==> src/common/llv_consts.svh <==
`ifndef LLV_CONSTS_SVH
`define LLV_CONSTS_SVH

// Reference clock rate.
`define LLV_CLK_MHZ 125
// Times in nanoseconds, as specified.
`define LLV_STEADY_TOUT_NS 6000
`define LLV_STARTUP_TOUT_NS 100000
`define LLV_MODE_HOLD_NS 1000000
`define LLV_BURST_TIMER_NS 1250000
`define LLV_MIN_FREQ_PERIOD_NS 40000
`define LLV_MAX_DEAD_TIME_NS 36000
// Cycle counts derived from the times above.
`define LLV_CYC(ns) (((ns) * `LLV_CLK_MHZ) / 1000)
// Valley range and burst pulse minimum.
`define LLV_VALLEY_FIRST 3'h1
`define LLV_VALLEY_LAST 3'h6
`define LLV_VALLEY_RESET 3'h1
`define LLV_BURST_MIN_PULSES 2'h3
// Full scale of the foldback depth input.
`define LLV_DEPTH_SHIFT 8

`endif

==> src/common/llv_pkg.sv <==
package llv_pkg;

	typedef logic [2:0] llv_valley_type;

	typedef enum logic [2:0] {
		LLV_CYC_WAIT = 3'h1,
		LLV_CYC_DEAD = 3'h2,
		LLV_CYC_PULSE = 3'h4
	} llv_cycle_type;

	typedef enum logic [2:0] {
		LLV_BST_RUN = 3'h1,
		LLV_BST_ON = 3'h2,
		LLV_BST_OFF = 3'h4
	} llv_burst_type;

endpackage

==> src/verilog/llv_valley_skip.sv <==
`include "llv_consts.svh"

module llv_valley_skip #(
	parameter int STARTUP_TOUT_CYC = `LLV_CYC(`LLV_STARTUP_TOUT_NS),
	parameter int MODE_HOLD_CYC = `LLV_CYC(`LLV_MODE_HOLD_NS),
	parameter int BURST_TIMER_CYC = `LLV_CYC(`LLV_BURST_TIMER_NS),
	parameter int MIN_FREQ_CYC = `LLV_CYC(`LLV_MIN_FREQ_PERIOD_NS),
	parameter int MAX_DEAD_CYC = `LLV_CYC(`LLV_MAX_DEAD_TIME_NS),
	parameter int CNT_W = 24
) (
	// Clock and reset
	input wire logic ref_clk_i,
	input wire logic sys_rst_i,
	// Feedback comparator flags and foldback depth
	input wire logic [4:0] fb_below_fall_i,
	input wire logic [4:0] fb_above_rise_i,
	input wire logic fb_below_entry_i,
	input wire logic fb_above_exit_i,
	input wire logic fb_below_skip_i,
	input wire logic fb_above_skip_exit_i,
	input wire logic fb_above_burst_exit_i,
	input wire logic [7:0] fold_depth_i,
	// Switch and winding sense
	input wire logic demag_sense_below_i,
	input wire logic demag_done_i,
	input wire logic pulse_end_i,
	input wire logic soft_start_i,
	// Drive and status
	output logic gate_pulse_o,
	output llv_pkg::llv_valley_type valley_hold_o,
	output logic min_peak_modulation_o,
	output logic [7:0] peak_scale_o,
	output logic burst_mode_o
);
	import llv_pkg::*;

	localparam int STEADY_TOUT_CYC = `LLV_CYC(`LLV_STEADY_TOUT_NS);

	llv_cycle_type cyc_state;
	llv_burst_type bst_state;
	llv_valley_type valley_hold;
	logic [2:0] valley_cnt;
	logic demag_prev;
	logic [CNT_W-1:0] tout_cnt;
	logic [CNT_W-1:0] cycle_cnt;
	logic [CNT_W-1:0] dead_cnt;
	logic [CNT_W-1:0] hold_cnt;
	logic [CNT_W-1:0] burst_cnt;
	logic [1:0] burst_pulses;
	logic skip_pending;
	logic fold;

	// Selects the comparator flag of the step that leaves a given valley.
	function automatic logic step_flag(input logic [4:0] flags, input llv_valley_type idx);
		step_flag = (idx <= 3'h4) ? flags[idx] : 1'b0;
	endfunction

	// Valley sources and timeouts.
	logic demag_edge;
	logic [CNT_W-1:0] tout_limit;
	logic tout_hit;
	logic valley_evt;
	logic valley_reached;
	logic pulses_allowed;
	logic min_freq_force;
	logic [CNT_W-1:0] dead_target;
	logic [31:0] dead_product;
	logic start_pulse;
	logic hold_done;
	logic burst_timer_done;
	logic fold_enter;
	logic fold_exit;

	assign demag_edge = demag_sense_below_i && !demag_prev;
	assign tout_limit = soft_start_i ? CNT_W'(STARTUP_TOUT_CYC - 1)
		: CNT_W'(STEADY_TOUT_CYC - 1);
	assign tout_hit = (cyc_state == LLV_CYC_WAIT) && (tout_cnt >= tout_limit);
	assign valley_evt = (cyc_state == LLV_CYC_WAIT) && (demag_edge || tout_hit);
	// Compared one bit wider so that a saturated count still reaches the valley.
	assign valley_reached = valley_evt
		&& (({1'b0, valley_cnt} + 4'h1) >= {1'b0, valley_hold});
	assign pulses_allowed = (bst_state != LLV_BST_OFF);
	assign min_freq_force = (cycle_cnt >= CNT_W'(MIN_FREQ_CYC - 1))
		&& demag_done_i && (cyc_state != LLV_CYC_PULSE);
	assign dead_product = 32'(fold_depth_i) * 32'(MAX_DEAD_CYC);
	assign dead_target = CNT_W'(dead_product >> `LLV_DEPTH_SHIFT);
	assign start_pulse = pulses_allowed && (min_freq_force
		|| (cyc_state == LLV_CYC_WAIT && valley_reached && !fold)
		|| (cyc_state == LLV_CYC_DEAD && dead_cnt >= dead_target));
	assign hold_done = (hold_cnt == '0);
	assign burst_timer_done = (burst_cnt == '0);

	always_ff @(posedge ref_clk_i or posedge sys_rst_i) begin
		if (sys_rst_i) begin
			demag_prev <= 1'b0;
		end else begin
			demag_prev <= demag_sense_below_i;
		end
	end

	// Timeout runs from entry to the wait state or from the last detected valley; each expiry restarts it.
	always_ff @(posedge ref_clk_i or posedge sys_rst_i) begin
		if (sys_rst_i) begin
			tout_cnt <= '0;
		end else if (cyc_state != LLV_CYC_WAIT || demag_edge || tout_hit) begin
			tout_cnt <= '0;
		end else begin
			tout_cnt <= tout_cnt + CNT_W'(1);
		end
	end

	// Valley selection with hysteresis; only one step per clock.
	always_ff @(posedge ref_clk_i or posedge sys_rst_i) begin
		if (sys_rst_i) begin
			valley_hold <= `LLV_VALLEY_RESET;
		end else if (valley_hold < `LLV_VALLEY_LAST
			&& step_flag(fb_below_fall_i, valley_hold - 3'h1)) begin
			valley_hold <= valley_hold + 3'h1;
		end else if (valley_hold > `LLV_VALLEY_FIRST
			&& step_flag(fb_above_rise_i, valley_hold - 3'h2)) begin
			valley_hold <= valley_hold - 3'h1;
		end
	end

	// Switching cycle sequencer.
	always_ff @(posedge ref_clk_i or posedge sys_rst_i) begin
		if (sys_rst_i) begin
			cyc_state <= LLV_CYC_WAIT;
			valley_cnt <= '0;
			dead_cnt <= '0;
		end else begin
			case (cyc_state)
				LLV_CYC_PULSE: begin
					// The pulse always runs to its natural end.
					if (pulse_end_i) begin
						cyc_state <= LLV_CYC_WAIT;
						valley_cnt <= '0;
					end
				end
				LLV_CYC_WAIT: begin
					if (start_pulse) begin
						cyc_state <= LLV_CYC_PULSE;
					end else if (valley_reached && fold) begin
						cyc_state <= LLV_CYC_DEAD;
						dead_cnt <= '0;
					end else if (valley_evt && valley_cnt != 3'h7) begin
						valley_cnt <= valley_cnt + 3'h1;
					end
				end
				LLV_CYC_DEAD: begin
					if (start_pulse) begin
						cyc_state <= LLV_CYC_PULSE;
					end else if (!fold) begin
						cyc_state <= LLV_CYC_WAIT;
					end else if (dead_cnt < dead_target) begin
						dead_cnt <= dead_cnt + CNT_W'(1);
					end
				end
				default: begin
					cyc_state <= LLV_CYC_WAIT;
				end
			endcase
		end
	end

	// Period timer from pulse start; saturates so a long stall cannot wrap.
	always_ff @(posedge ref_clk_i or posedge sys_rst_i) begin
		if (sys_rst_i) begin
			cycle_cnt <= '0;
		end else if (start_pulse) begin
			cycle_cnt <= '0;
		end else if (cycle_cnt != '1) begin
			cycle_cnt <= cycle_cnt + CNT_W'(1);
		end
	end

	// Foldback mode with entry and exit hysteresis plus a hold timer.
	assign fold_enter = !fold && hold_done && valley_hold == `LLV_VALLEY_LAST
		&& fb_below_entry_i && !fb_below_skip_i;
	assign fold_exit = fold && ((hold_done && fb_above_exit_i)
		|| fb_below_skip_i || fb_above_rise_i[4]);

	always_ff @(posedge ref_clk_i or posedge sys_rst_i) begin
		if (sys_rst_i) begin
			fold <= 1'b0;
			hold_cnt <= '0;
		end else if (fold_enter || fold_exit) begin
			fold <= fold_enter;
			hold_cnt <= CNT_W'(MODE_HOLD_CYC - 1);
		end else if (!hold_done) begin
			hold_cnt <= hold_cnt - CNT_W'(1);
		end
	end

	// Burst sequencer; the skip request is latched because feedback may recover mid-pulse.
	always_ff @(posedge ref_clk_i or posedge sys_rst_i) begin
		if (sys_rst_i) begin
			bst_state <= LLV_BST_RUN;
			skip_pending <= 1'b0;
			burst_pulses <= '0;
			burst_cnt <= '0;
		end else begin
			if (!burst_timer_done) begin
				burst_cnt <= burst_cnt - CNT_W'(1);
			end
			case (bst_state)
				LLV_BST_RUN: begin
					if (fb_below_skip_i || skip_pending) begin
						skip_pending <= 1'b1;
						if (cyc_state != LLV_CYC_PULSE) begin
							bst_state <= LLV_BST_OFF;
							skip_pending <= 1'b0;
						end
					end
				end
				LLV_BST_ON: begin
					if (cyc_state == LLV_CYC_PULSE && pulse_end_i
						&& burst_pulses != `LLV_BURST_MIN_PULSES) begin
						burst_pulses <= burst_pulses + 2'h1;
					end
					if (fb_above_burst_exit_i) begin
						bst_state <= LLV_BST_RUN;
						skip_pending <= 1'b0;
					end else if (fb_below_skip_i || skip_pending) begin
						skip_pending <= 1'b1;
						if (cyc_state != LLV_CYC_PULSE
							&& burst_pulses == `LLV_BURST_MIN_PULSES) begin
							bst_state <= LLV_BST_OFF;
							skip_pending <= 1'b0;
						end
					end
				end
				LLV_BST_OFF: begin
					if (fb_above_burst_exit_i) begin
						bst_state <= LLV_BST_RUN;
					end else if (fb_above_skip_exit_i && burst_timer_done) begin
						bst_state <= LLV_BST_ON;
						burst_pulses <= '0;
						burst_cnt <= CNT_W'(BURST_TIMER_CYC - 1);
					end
				end
				default: begin
					bst_state <= LLV_BST_RUN;
				end
			endcase
		end
	end

	// Outputs.
	always_ff @(posedge ref_clk_i or posedge sys_rst_i) begin
		if (sys_rst_i) begin
			peak_scale_o <= 8'hFF;
		end else if (fold) begin
			peak_scale_o <= 8'hFF - fold_depth_i;
		end else begin
			peak_scale_o <= 8'hFF;
		end
	end

	assign gate_pulse_o = (cyc_state == LLV_CYC_PULSE);
	assign valley_hold_o = valley_hold;
	assign min_peak_modulation_o = fold;
	assign burst_mode_o = (bst_state != LLV_BST_RUN);

	// Checks.
	// Cycles since foldback last changed, kept apart from the mode's own hold counter.
	logic fold_q;
	logic [CNT_W-1:0] fold_age;
	always_ff @(posedge ref_clk_i or posedge sys_rst_i) begin
		if (sys_rst_i) begin
			fold_q <= 1'b0;
			fold_age <= '1;
		end else begin
			fold_q <= fold;
			if (fold != fold_q) begin
				fold_age <= '0;
			end else if (fold_age != '1) begin
				fold_age <= fold_age + CNT_W'(1);
			end
		end
	end

	valley_range_a: assert property (@(posedge ref_clk_i) disable iff (sys_rst_i)
		valley_hold >= `LLV_VALLEY_FIRST && valley_hold <= `LLV_VALLEY_LAST)
		else $error("valley selection out of range");
	valley_step_a: assert property (@(posedge ref_clk_i) disable iff (sys_rst_i)
		(valley_hold == 3'h2 && fb_below_fall_i[1]) |=> valley_hold == 3'h3)
		else $error("valley did not step on falling threshold");
	fold_entry_a: assert property (@(posedge ref_clk_i) disable iff (sys_rst_i)
		$rose(fold) |-> $past(valley_hold) == `LLV_VALLEY_LAST && $past(fb_below_entry_i))
		else $error("foldback entered without sixth valley and low feedback");
	dead_blank_a: assert property (@(posedge ref_clk_i) disable iff (sys_rst_i)
		cyc_state == LLV_CYC_DEAD |-> $past(fold))
		else $error("dead-time inserted outside foldback");
	fold_hold_a: assert property (@(posedge ref_clk_i) disable iff (sys_rst_i)
		($changed(fold) && !fb_below_skip_i && !fb_above_rise_i[4]) |=> $stable(fold))
		else $error("mode changed inside hold time");
	hold_span_a: assert property (@(posedge ref_clk_i) disable iff (sys_rst_i)
		($changed(fold) && !$past(fb_below_skip_i) && !$past(fb_above_rise_i[4]))
		|-> fold_age >= CNT_W'(MODE_HOLD_CYC - 1))
		else $error("foldback changed before hold time ran out");
	fold_fast_exit_a: assert property (@(posedge ref_clk_i) disable iff (sys_rst_i)
		(fold && fb_below_skip_i) |=> !fold)
		else $error("foldback not left at skip level");
	pulse_whole_a: assert property (@(posedge ref_clk_i) disable iff (sys_rst_i)
		(gate_pulse_o && !pulse_end_i) |=> gate_pulse_o)
		else $error("gate pulse truncated");
	forced_demag_a: assert property (@(posedge ref_clk_i) disable iff (sys_rst_i)
		$rose(gate_pulse_o) && $past(cycle_cnt) >= CNT_W'(MIN_FREQ_CYC - 1)
		|-> $past(demag_done_i) || $past(valley_evt) || $past(cyc_state) == LLV_CYC_DEAD)
		else $error("forced cycle before demagnetization");
	off_gate_a: assert property (@(posedge ref_clk_i) disable iff (sys_rst_i)
		(bst_state == LLV_BST_OFF && !burst_timer_done) |=> bst_state != LLV_BST_ON)
		else $error("burst restarted before timer expiry");
	burst_min_a: assert property (@(posedge ref_clk_i) disable iff (sys_rst_i)
		($past(bst_state) == LLV_BST_ON && bst_state == LLV_BST_OFF)
		|-> $past(burst_pulses) == `LLV_BURST_MIN_PULSES)
		else $error("burst stopped before three pulses");
	burst_leave_a: assert property (@(posedge ref_clk_i) disable iff (sys_rst_i)
		(bst_state != LLV_BST_RUN && fb_above_burst_exit_i) |=> bst_state == LLV_BST_RUN)
		else $error("burst not left above one volt");

	fold_seen_c: cover property (@(posedge ref_clk_i) disable iff (sys_rst_i)
		cyc_state == LLV_CYC_DEAD ##[1:1000] gate_pulse_o);
	burst_cycle_c: cover property (@(posedge ref_clk_i) disable iff (sys_rst_i)
		bst_state == LLV_BST_ON ##[1:1000] bst_state == LLV_BST_OFF);
	tout_valley_c: cover property (@(posedge ref_clk_i) disable iff (sys_rst_i)
		tout_hit && valley_reached);

endmodule
==> config.mk <==
export PLATFORM = sky130hd
export DESIGN_NAME = llv_valley_skip
export DESIGN_NICKNAME = d
export VERILOG_FILES = /design/src/common/llv_pkg.sv /design/src/verilog/llv_valley_skip.sv
export VERILOG_INCLUDE_DIRS = /design/src /design/src/common
export SDC_FILE = /design/constraint.sdc
export NUM_CORES = 1
export LEC_CHECK = 0
export BUFFER_PORTS_ARGS = -buffer_cell sky130_fd_sc_hd__buf_2
export CORE_MARGIN = 1.5
export CORE_UTILIZATION = 50
export CTS_BUF_LIST = sky130_fd_sc_hd__clkbuf_4
export CTS_CLUSTER_DIAMETER = 120
export DETAILED_ROUTE_END_ITERATION = 8
export GPL_ROUTABILITY_DRIVEN = 0
export PLACE_DENSITY_LB_ADDON = 0.05
export SLEW_MARGIN = 20
export SYNTH_ARGS = -nofsm -noshare
export SYNTH_HDL_FRONTEND = slang
export SYNTH_SLANG_ARGS = --single-unit
==> constraint.sdc <==
create_clock -name ref_clk_i -period 8.05 [get_ports ref_clk_i]
set_clock_uncertainty 0.2 [all_clocks]
set_input_delay 0.805 -clock ref_clk_i [delete_from_list [all_inputs] [get_ports ref_clk_i]]
set_output_delay 0.805 -clock ref_clk_i [all_outputs]
set_load 0.05 [all_outputs]
After elaboration in Yosys (flattened, before gate mapping) --
Index checks and enable logic that the tools add are counted.
Storage, ports and cells: logic and storage cells 176, flip-flop bits (word level) 145, input port bits 29, output and inout port bits 14
Cells by class: mux-type cells 54, $mul 1, $add $sub $neg 12, magnitude comparators 11, equality and inequality tests 34, reductions and logical operators 50
Operators by type and width (number):
- two-way mux 24 bit | 14
- adder 24 x 1 -> 24 bit (second input constant) | 3
- two-way mux 3 bit | 18
- logical NOT 24 bit | 2
- case mux 24 bit (2 select lines) | 1
- subtractor 24 x 1 -> 24 bit (second input constant) | 2
- >= comparator 24 x 13 -> 1 bit | 1
- >= comparator 24 x 13 -> 1 bit (second input constant) | 1
- >= comparator 24 x 14 -> 1 bit | 1
- logical AND 1 bit | 24
- less-than comparator 24 x 13 -> 1 bit | 1
- inequality test 24 bit (second input constant) | 1
- inequality test 2 bit (second input constant) | 11
- inequality test 3 bit (second input constant) | 7
- multiplier 8 x 11 -> 19 bit (second input constant) | 1
- case mux 3 bit (3 select lines) | 2
- two-way mux 14 bit | 1
- nonzero test 2 bit | 6
- AND reduction 5 bit | 2
- equality test 3 bit (second input constant) | 3
- logical OR 1 bit | 9
- two-way mux 1 bit | 9
- less-than comparator 3 x 4 -> 1 bit (second input constant) | 2
- two-way mux 8 bit | 1
- other kinds (25) | 39

Longest topological paths before layout --
depth after elaboration 13, mapped depth 24, depth with buffers taken out 22

Worst setup path after synthesis --
Ideal clock, no wire load.
path kind input -> register, start point in fold_depth_i[5], end point reg dead_cnt[13], buffers on the path 2, data required time 7.713 ns, library setup time 0.137 ns, data arrival time 6.193 ns, stages 20, path slack 1.520 ns, cell sequence ha_1 > ha_1 > fa_1 > fa_1 > ha_1 > and4b_1 > a211oi_1 > o211ai_1 > and3_1 > or2_2 > ha_1 > a211o_1 > nor3_1 > and3_1 > o32ai_1 > a211oi_1 > and2_1 > buf_2 > buf_2 > a21oi_1
On the way: cells in the longest elaborated chain, start to end 7, elaborated cells on any way between the ends 10, classes of those cells mul: 1; order compare: 2; eq/ne: 3; reduce/logical: 4
Ends and longest elaborated chain:
- from (decl) | line llv_valley_skip.sv:22 | input wire logic [7:0] fold_depth_i,
- multiplier 8 x 11 -> 19 bit (*) | line llv_valley_skip.sv:85 | assign dead_product = 32'(fold_depth_i) * 32'(MAX_DEAD_CYC);
- >= comparator 24 x 13 -> 1 bit | line llv_valley_skip.sv:89 | || (cyc_state == LLV_CYC_DEAD && dead_cnt >= dead_target));
- logical AND 1 bit | line llv_valley_skip.sv:89
- logical OR 1 bit | line llv_valley_skip.sv:89
- logical AND 1 bit | line llv_valley_skip.sv:87 | assign start_pulse = pulses_allowed && (min_freq_force
- inequality test 2 bit (no line)
- AND reduction 6 bit (no line) (*)
- to (signal assigned) | line llv_valley_skip.sv:156 | dead_cnt <= dead_cnt + CNT_W'(1);
- to (decl) | line llv_valley_skip.sv:46 | logic [CNT_W-1:0] dead_cnt;
Mark *: on every way between the ends. The rest lies on a longest branch, timed or not. A chain may end at the register's enable or synchronous reset.

Worst setup path after layout --
start point in fold_depth_i[5], end point reg dead_cnt[2]
The elaborated chain is that of the path after synthesis.

==> results by group <==
Timing
  – Worst Max-Slew Pin Slew: 0.957 ns
  – Part of the cycle the worst path needs: 81.4%
  – Final-report hold violation count: 0
  – Setup-violating endpoint count in the final report: 0
  – Slew Limit Fails: 0
  – Post-route worst hold slack: 0.123 ns
  – Unrepaired setup endpoints after global routing: false
  – Sum Neg Setup Slack: 0 ns
  – Min cycle time layout: 6.56 ns
  – Timing-limited maximum frequency: 153 MHz
  – Worst slew margin: 34.5%

Drt
  – Per-cell routed wire length: around 15 um
  – Number of nets with antenna violations after detailed routing: 0
  – Initial DRC Count: 315
  – Vias: ~6,600
  – Average vias per placed instance: about 5.6
  – Total length of routed wires: about 18,000 um
  – DRC violation count after routing: 0
  – DR pass1 iterations: 6

Worst setup path
  – Endpoint kind of the worst setup timing path: register
  – Register-to-Register Setup Slack: ~4.3 ns
  – Critical path fanouts, max: 19
  – Most frequent cell on the critical path: ha_1
  – Kind of start point of the critical path: input port
  – Cell with the largest stage delay on the worst path: and2_1
  – Worst-case reg-to-reg path depth: 8
  – Arr. time, crit path: 6.77 ns
  – Required time at the worst-slack endpoint: approximately 8.3 ns
  – Category of the most critical setup path: in -> reg
  – Cell family contributing the most delay on the critical path: adder cells
  – Delay contributed by the slowest stage of the critical path: about 0.60 ns
  – Instance count on the critical path: 22
  – Startpoint of the worst register-to-register path: tout_cnt[9]
  – Buffer and inverter count on the worst path: 2
  – Series of cell instances along the critical path: buf_2 -> ha_1 -> ha_1 -> fa_1 -> fa_1 -> ha_1 -> and4b_1 -> a211oi_1 -> o211ai_1 -> a31oi_1 -> nor2b_1 -> or3_1 -> nand2_1 -> ha_1 -> a21oi_1 -> o22ai_1 -> nor3b_1 -> o32ai_1 -> a211oi_1 -> buf_4 -> and2_1 -> a31oi_1
  – Destination of the worst register-to-register timing path: dead_cnt[2]

CTS
  – TritonCTS clock tree: done
  – PostCTS Resize Cnt: 0
  – Clock-pin slew of the registers on the worst-case setup and hold paths: around 0.13 ns
  – Insertion delay to the later sink of the worst-skew pair: between 0.5 and 0.6 ns
  – Buffers inserted by post-CTS timing repair: 0
  – Clock root buffer: clkbuf_4
  – Max H-tree Level: 4
  – Clock sink count: roughly 150
  – Number of buffers created by CTS: 17
  – Number of buffers added to fix hold violations after cts: 0
  – Clk buf depth: 2

Global route
  – Overflow left after global routing: 0
  – Via count of the first global-routing pass: between 6,000 and 7,000
  – Combined global-route utilization of all metal layers: roughly a fifth
  – First-pass GRT wire length: around 31,000 um
  – Maximum number of pins on one net before global-route repair: between 70 and 80
  – Number of antenna violations at the first check in global routing: 1

Final layout
  – Layout area overhead: 9.42%
  – Nets: ~1,100
  – Fraction of layout cells with a size suffix above 1: 13.4%
  – Filler Cell Count: 1,490
  – Commonest cells after routing, fill and taps aside: dfrtp_1, nor2_1, ha_1
  – Most common cell after layout, fill and taps aside: dfrtp_1

Floorplan
  – Area of the die: 18,100 um^2
  – Die Width: around 130 um
  – Core area: approximately 17,000 um^2
  – I/O pin count: 43
  – Core Rows: 47
  – Height of the die: about 130 um
  – Initial Utilization: 51.7%

Yosys
  – Area of the mapped netlist: 8640 um^2
  – Post-synthesis sequential area ratio: 42.2%
  – Synth Warn #: 0
  – FFs w/ async S/R, synth: 100%
  – Yosys cell types: 73
  – Number of flip-flops and latches in the synthesized netlist: roughly 150
  – Predominant post-synthesis flop cell: dfrtp_1
  – Count of flip-flops with a built-in enable after synthesis: 0
  – Mean Syn Cell Area: ~10 um^2
  – Gate count of the mapped netlist: roughly 880

Min path
  – Worst hold path type: in -> async

Placed design
  – Total half-perimeter wirelength after legalization and detailed placement: 13,000 um
  – Quantity of I/O buffers inserted on ports: 42

Power
  – Leak pwr: 0.00424 uW
  – Power density relative to cell area: around 230 nW/um^2
  – Worst IR drop on VDD: 242 uV

Run status
  – Run status: finished, final reports clean

Flow run
  – Maxcap violations: 0
[cell usage after synthesis, types with 3 or more instances]
cell	count	share of area, %
a2111oi_0	3	0.30
or4_4	4	0.52
nand2b_1	6	0.43
clkbuf_1	5	0.22
nor3b_1	4	0.35
o211ai_1	7	0.61
a31oi_1	19	1.4
nor4b_1	3	0.30
xor2_1	35	3.5
xnor2_1	46	4.7
dfstp_2	11	3.3
fa_1	10	2.3
buf_4	3	0.26
a211oi_1	5	0.43
or4_1	7	0.61
nand4_1	10	0.72
nor2b_1	7	0.51
mux2i_1	4	0.46
nor3_1	35	2.0
nand2_1	73	3.2
buf_2	7	0.41
or3_1	16	1.2
a211o_1	4	0.41
ha_1	78	11
inv_1	36	1.6
nor4_1	19	1.4
o41ai_1	4	0.41
nand3_1	31	1.8
and2_1	8	0.58
o21a_1	4	0.35
nor2_1	96	4.2
a21oi_1	36	2.1
nor4_2	3	0.43
dfrtp_1	134	39
o31ai_1	3	0.26
o21ai_0	27	1.6
or2_2	11	0.80
and3_1	18	1.3
[flip-flops by register name (all words and copies together), names as in the netlist, 8 cells and up]
name,count
cycle_cnt,24
hold_cnt,24
peak_scale_o,8
tout_cnt,24
burst_cnt,24
dead_cnt,24
[per-stage QoR]
stage	std cells	utilization [%]	cell area (um^2)	worst slack (ns)	power [uW]
floorplan	886	-	8670	1.52	1460
global placement	1135	54.5	9110	1.10	1600
global route	1168	56.6	9450	1.18	2340
detailed placement	1135	54.5	9110	0.908	1640
CTS	1167	56.5	9440	1.52	2200
finish	1168	56.6	9450	1.49	2180
[layout make-up]
class | instances | area (um^2) | share of cell area (%)
multi-input combinational | 687 | 4810 | 50.9
sequential | 145 | 3640 | 38.5
tap | 220 | 275 | 2.91
timing repair buffer | 47 | 248 | 2.62
clock inverter | 15 | 204 | 2.16
inverter | 36 | 140 | 1.48
clock buffer | 17 | 128 | 1.35
antenna | 1 | 2.50 | 0.0265
[per-layer routing]
layer / GRT usage, % / up-vias / part of all wire (%)
li1: - / 3241 / -
met1: 28.2 / 3208 / 47
met2: 35.2 / 115 / 48
met3: 4.80 / 28 / 3.5
met4: 6.51 / 0 / 1.5
met5: 0 / - / 0
[where the power goes]
| part | internal, uW | switching (uW) |
|---|---|---|
| sequential | 799 | 74.8 |
| combinational | 306 | 452 |
| clock | 251 | 294 |
[logic make-up (layout without fill, tap and decap cells)]
family	count (synthesis)	count (layout)	share of synthesized area, %
adders and majority gates	88	88	13.6
and+or+nand+nor	372	372	22.5
AOI/OAI and AO/OA	130	130	9.59
muxes	7	7	1.12
DFF	145	145	42.2
buffers and inverters	54	115	2.75
other	1	10	0.0434
xor gates and xnor gates	81	81	8.21
[how the worst max path moves through the flow]
stage                     from           end  slack [ns]
3_3_place_gp   fold_depth_i[5]   dead_cnt[8]        1.10
5_1_grt        fold_depth_i[5]   dead_cnt[1]        1.18
6_report       fold_depth_i[5]   dead_cnt[2]        1.49
2_1_floorplan  fold_depth_i[5]  dead_cnt[13]        1.52
3_5_place_dp   fold_depth_i[5]   dead_cnt[2]        0.91
4_1_cts        fold_depth_i[5]   dead_cnt[2]        1.52
Note: power is estimated with default switching activity, not from simulation.
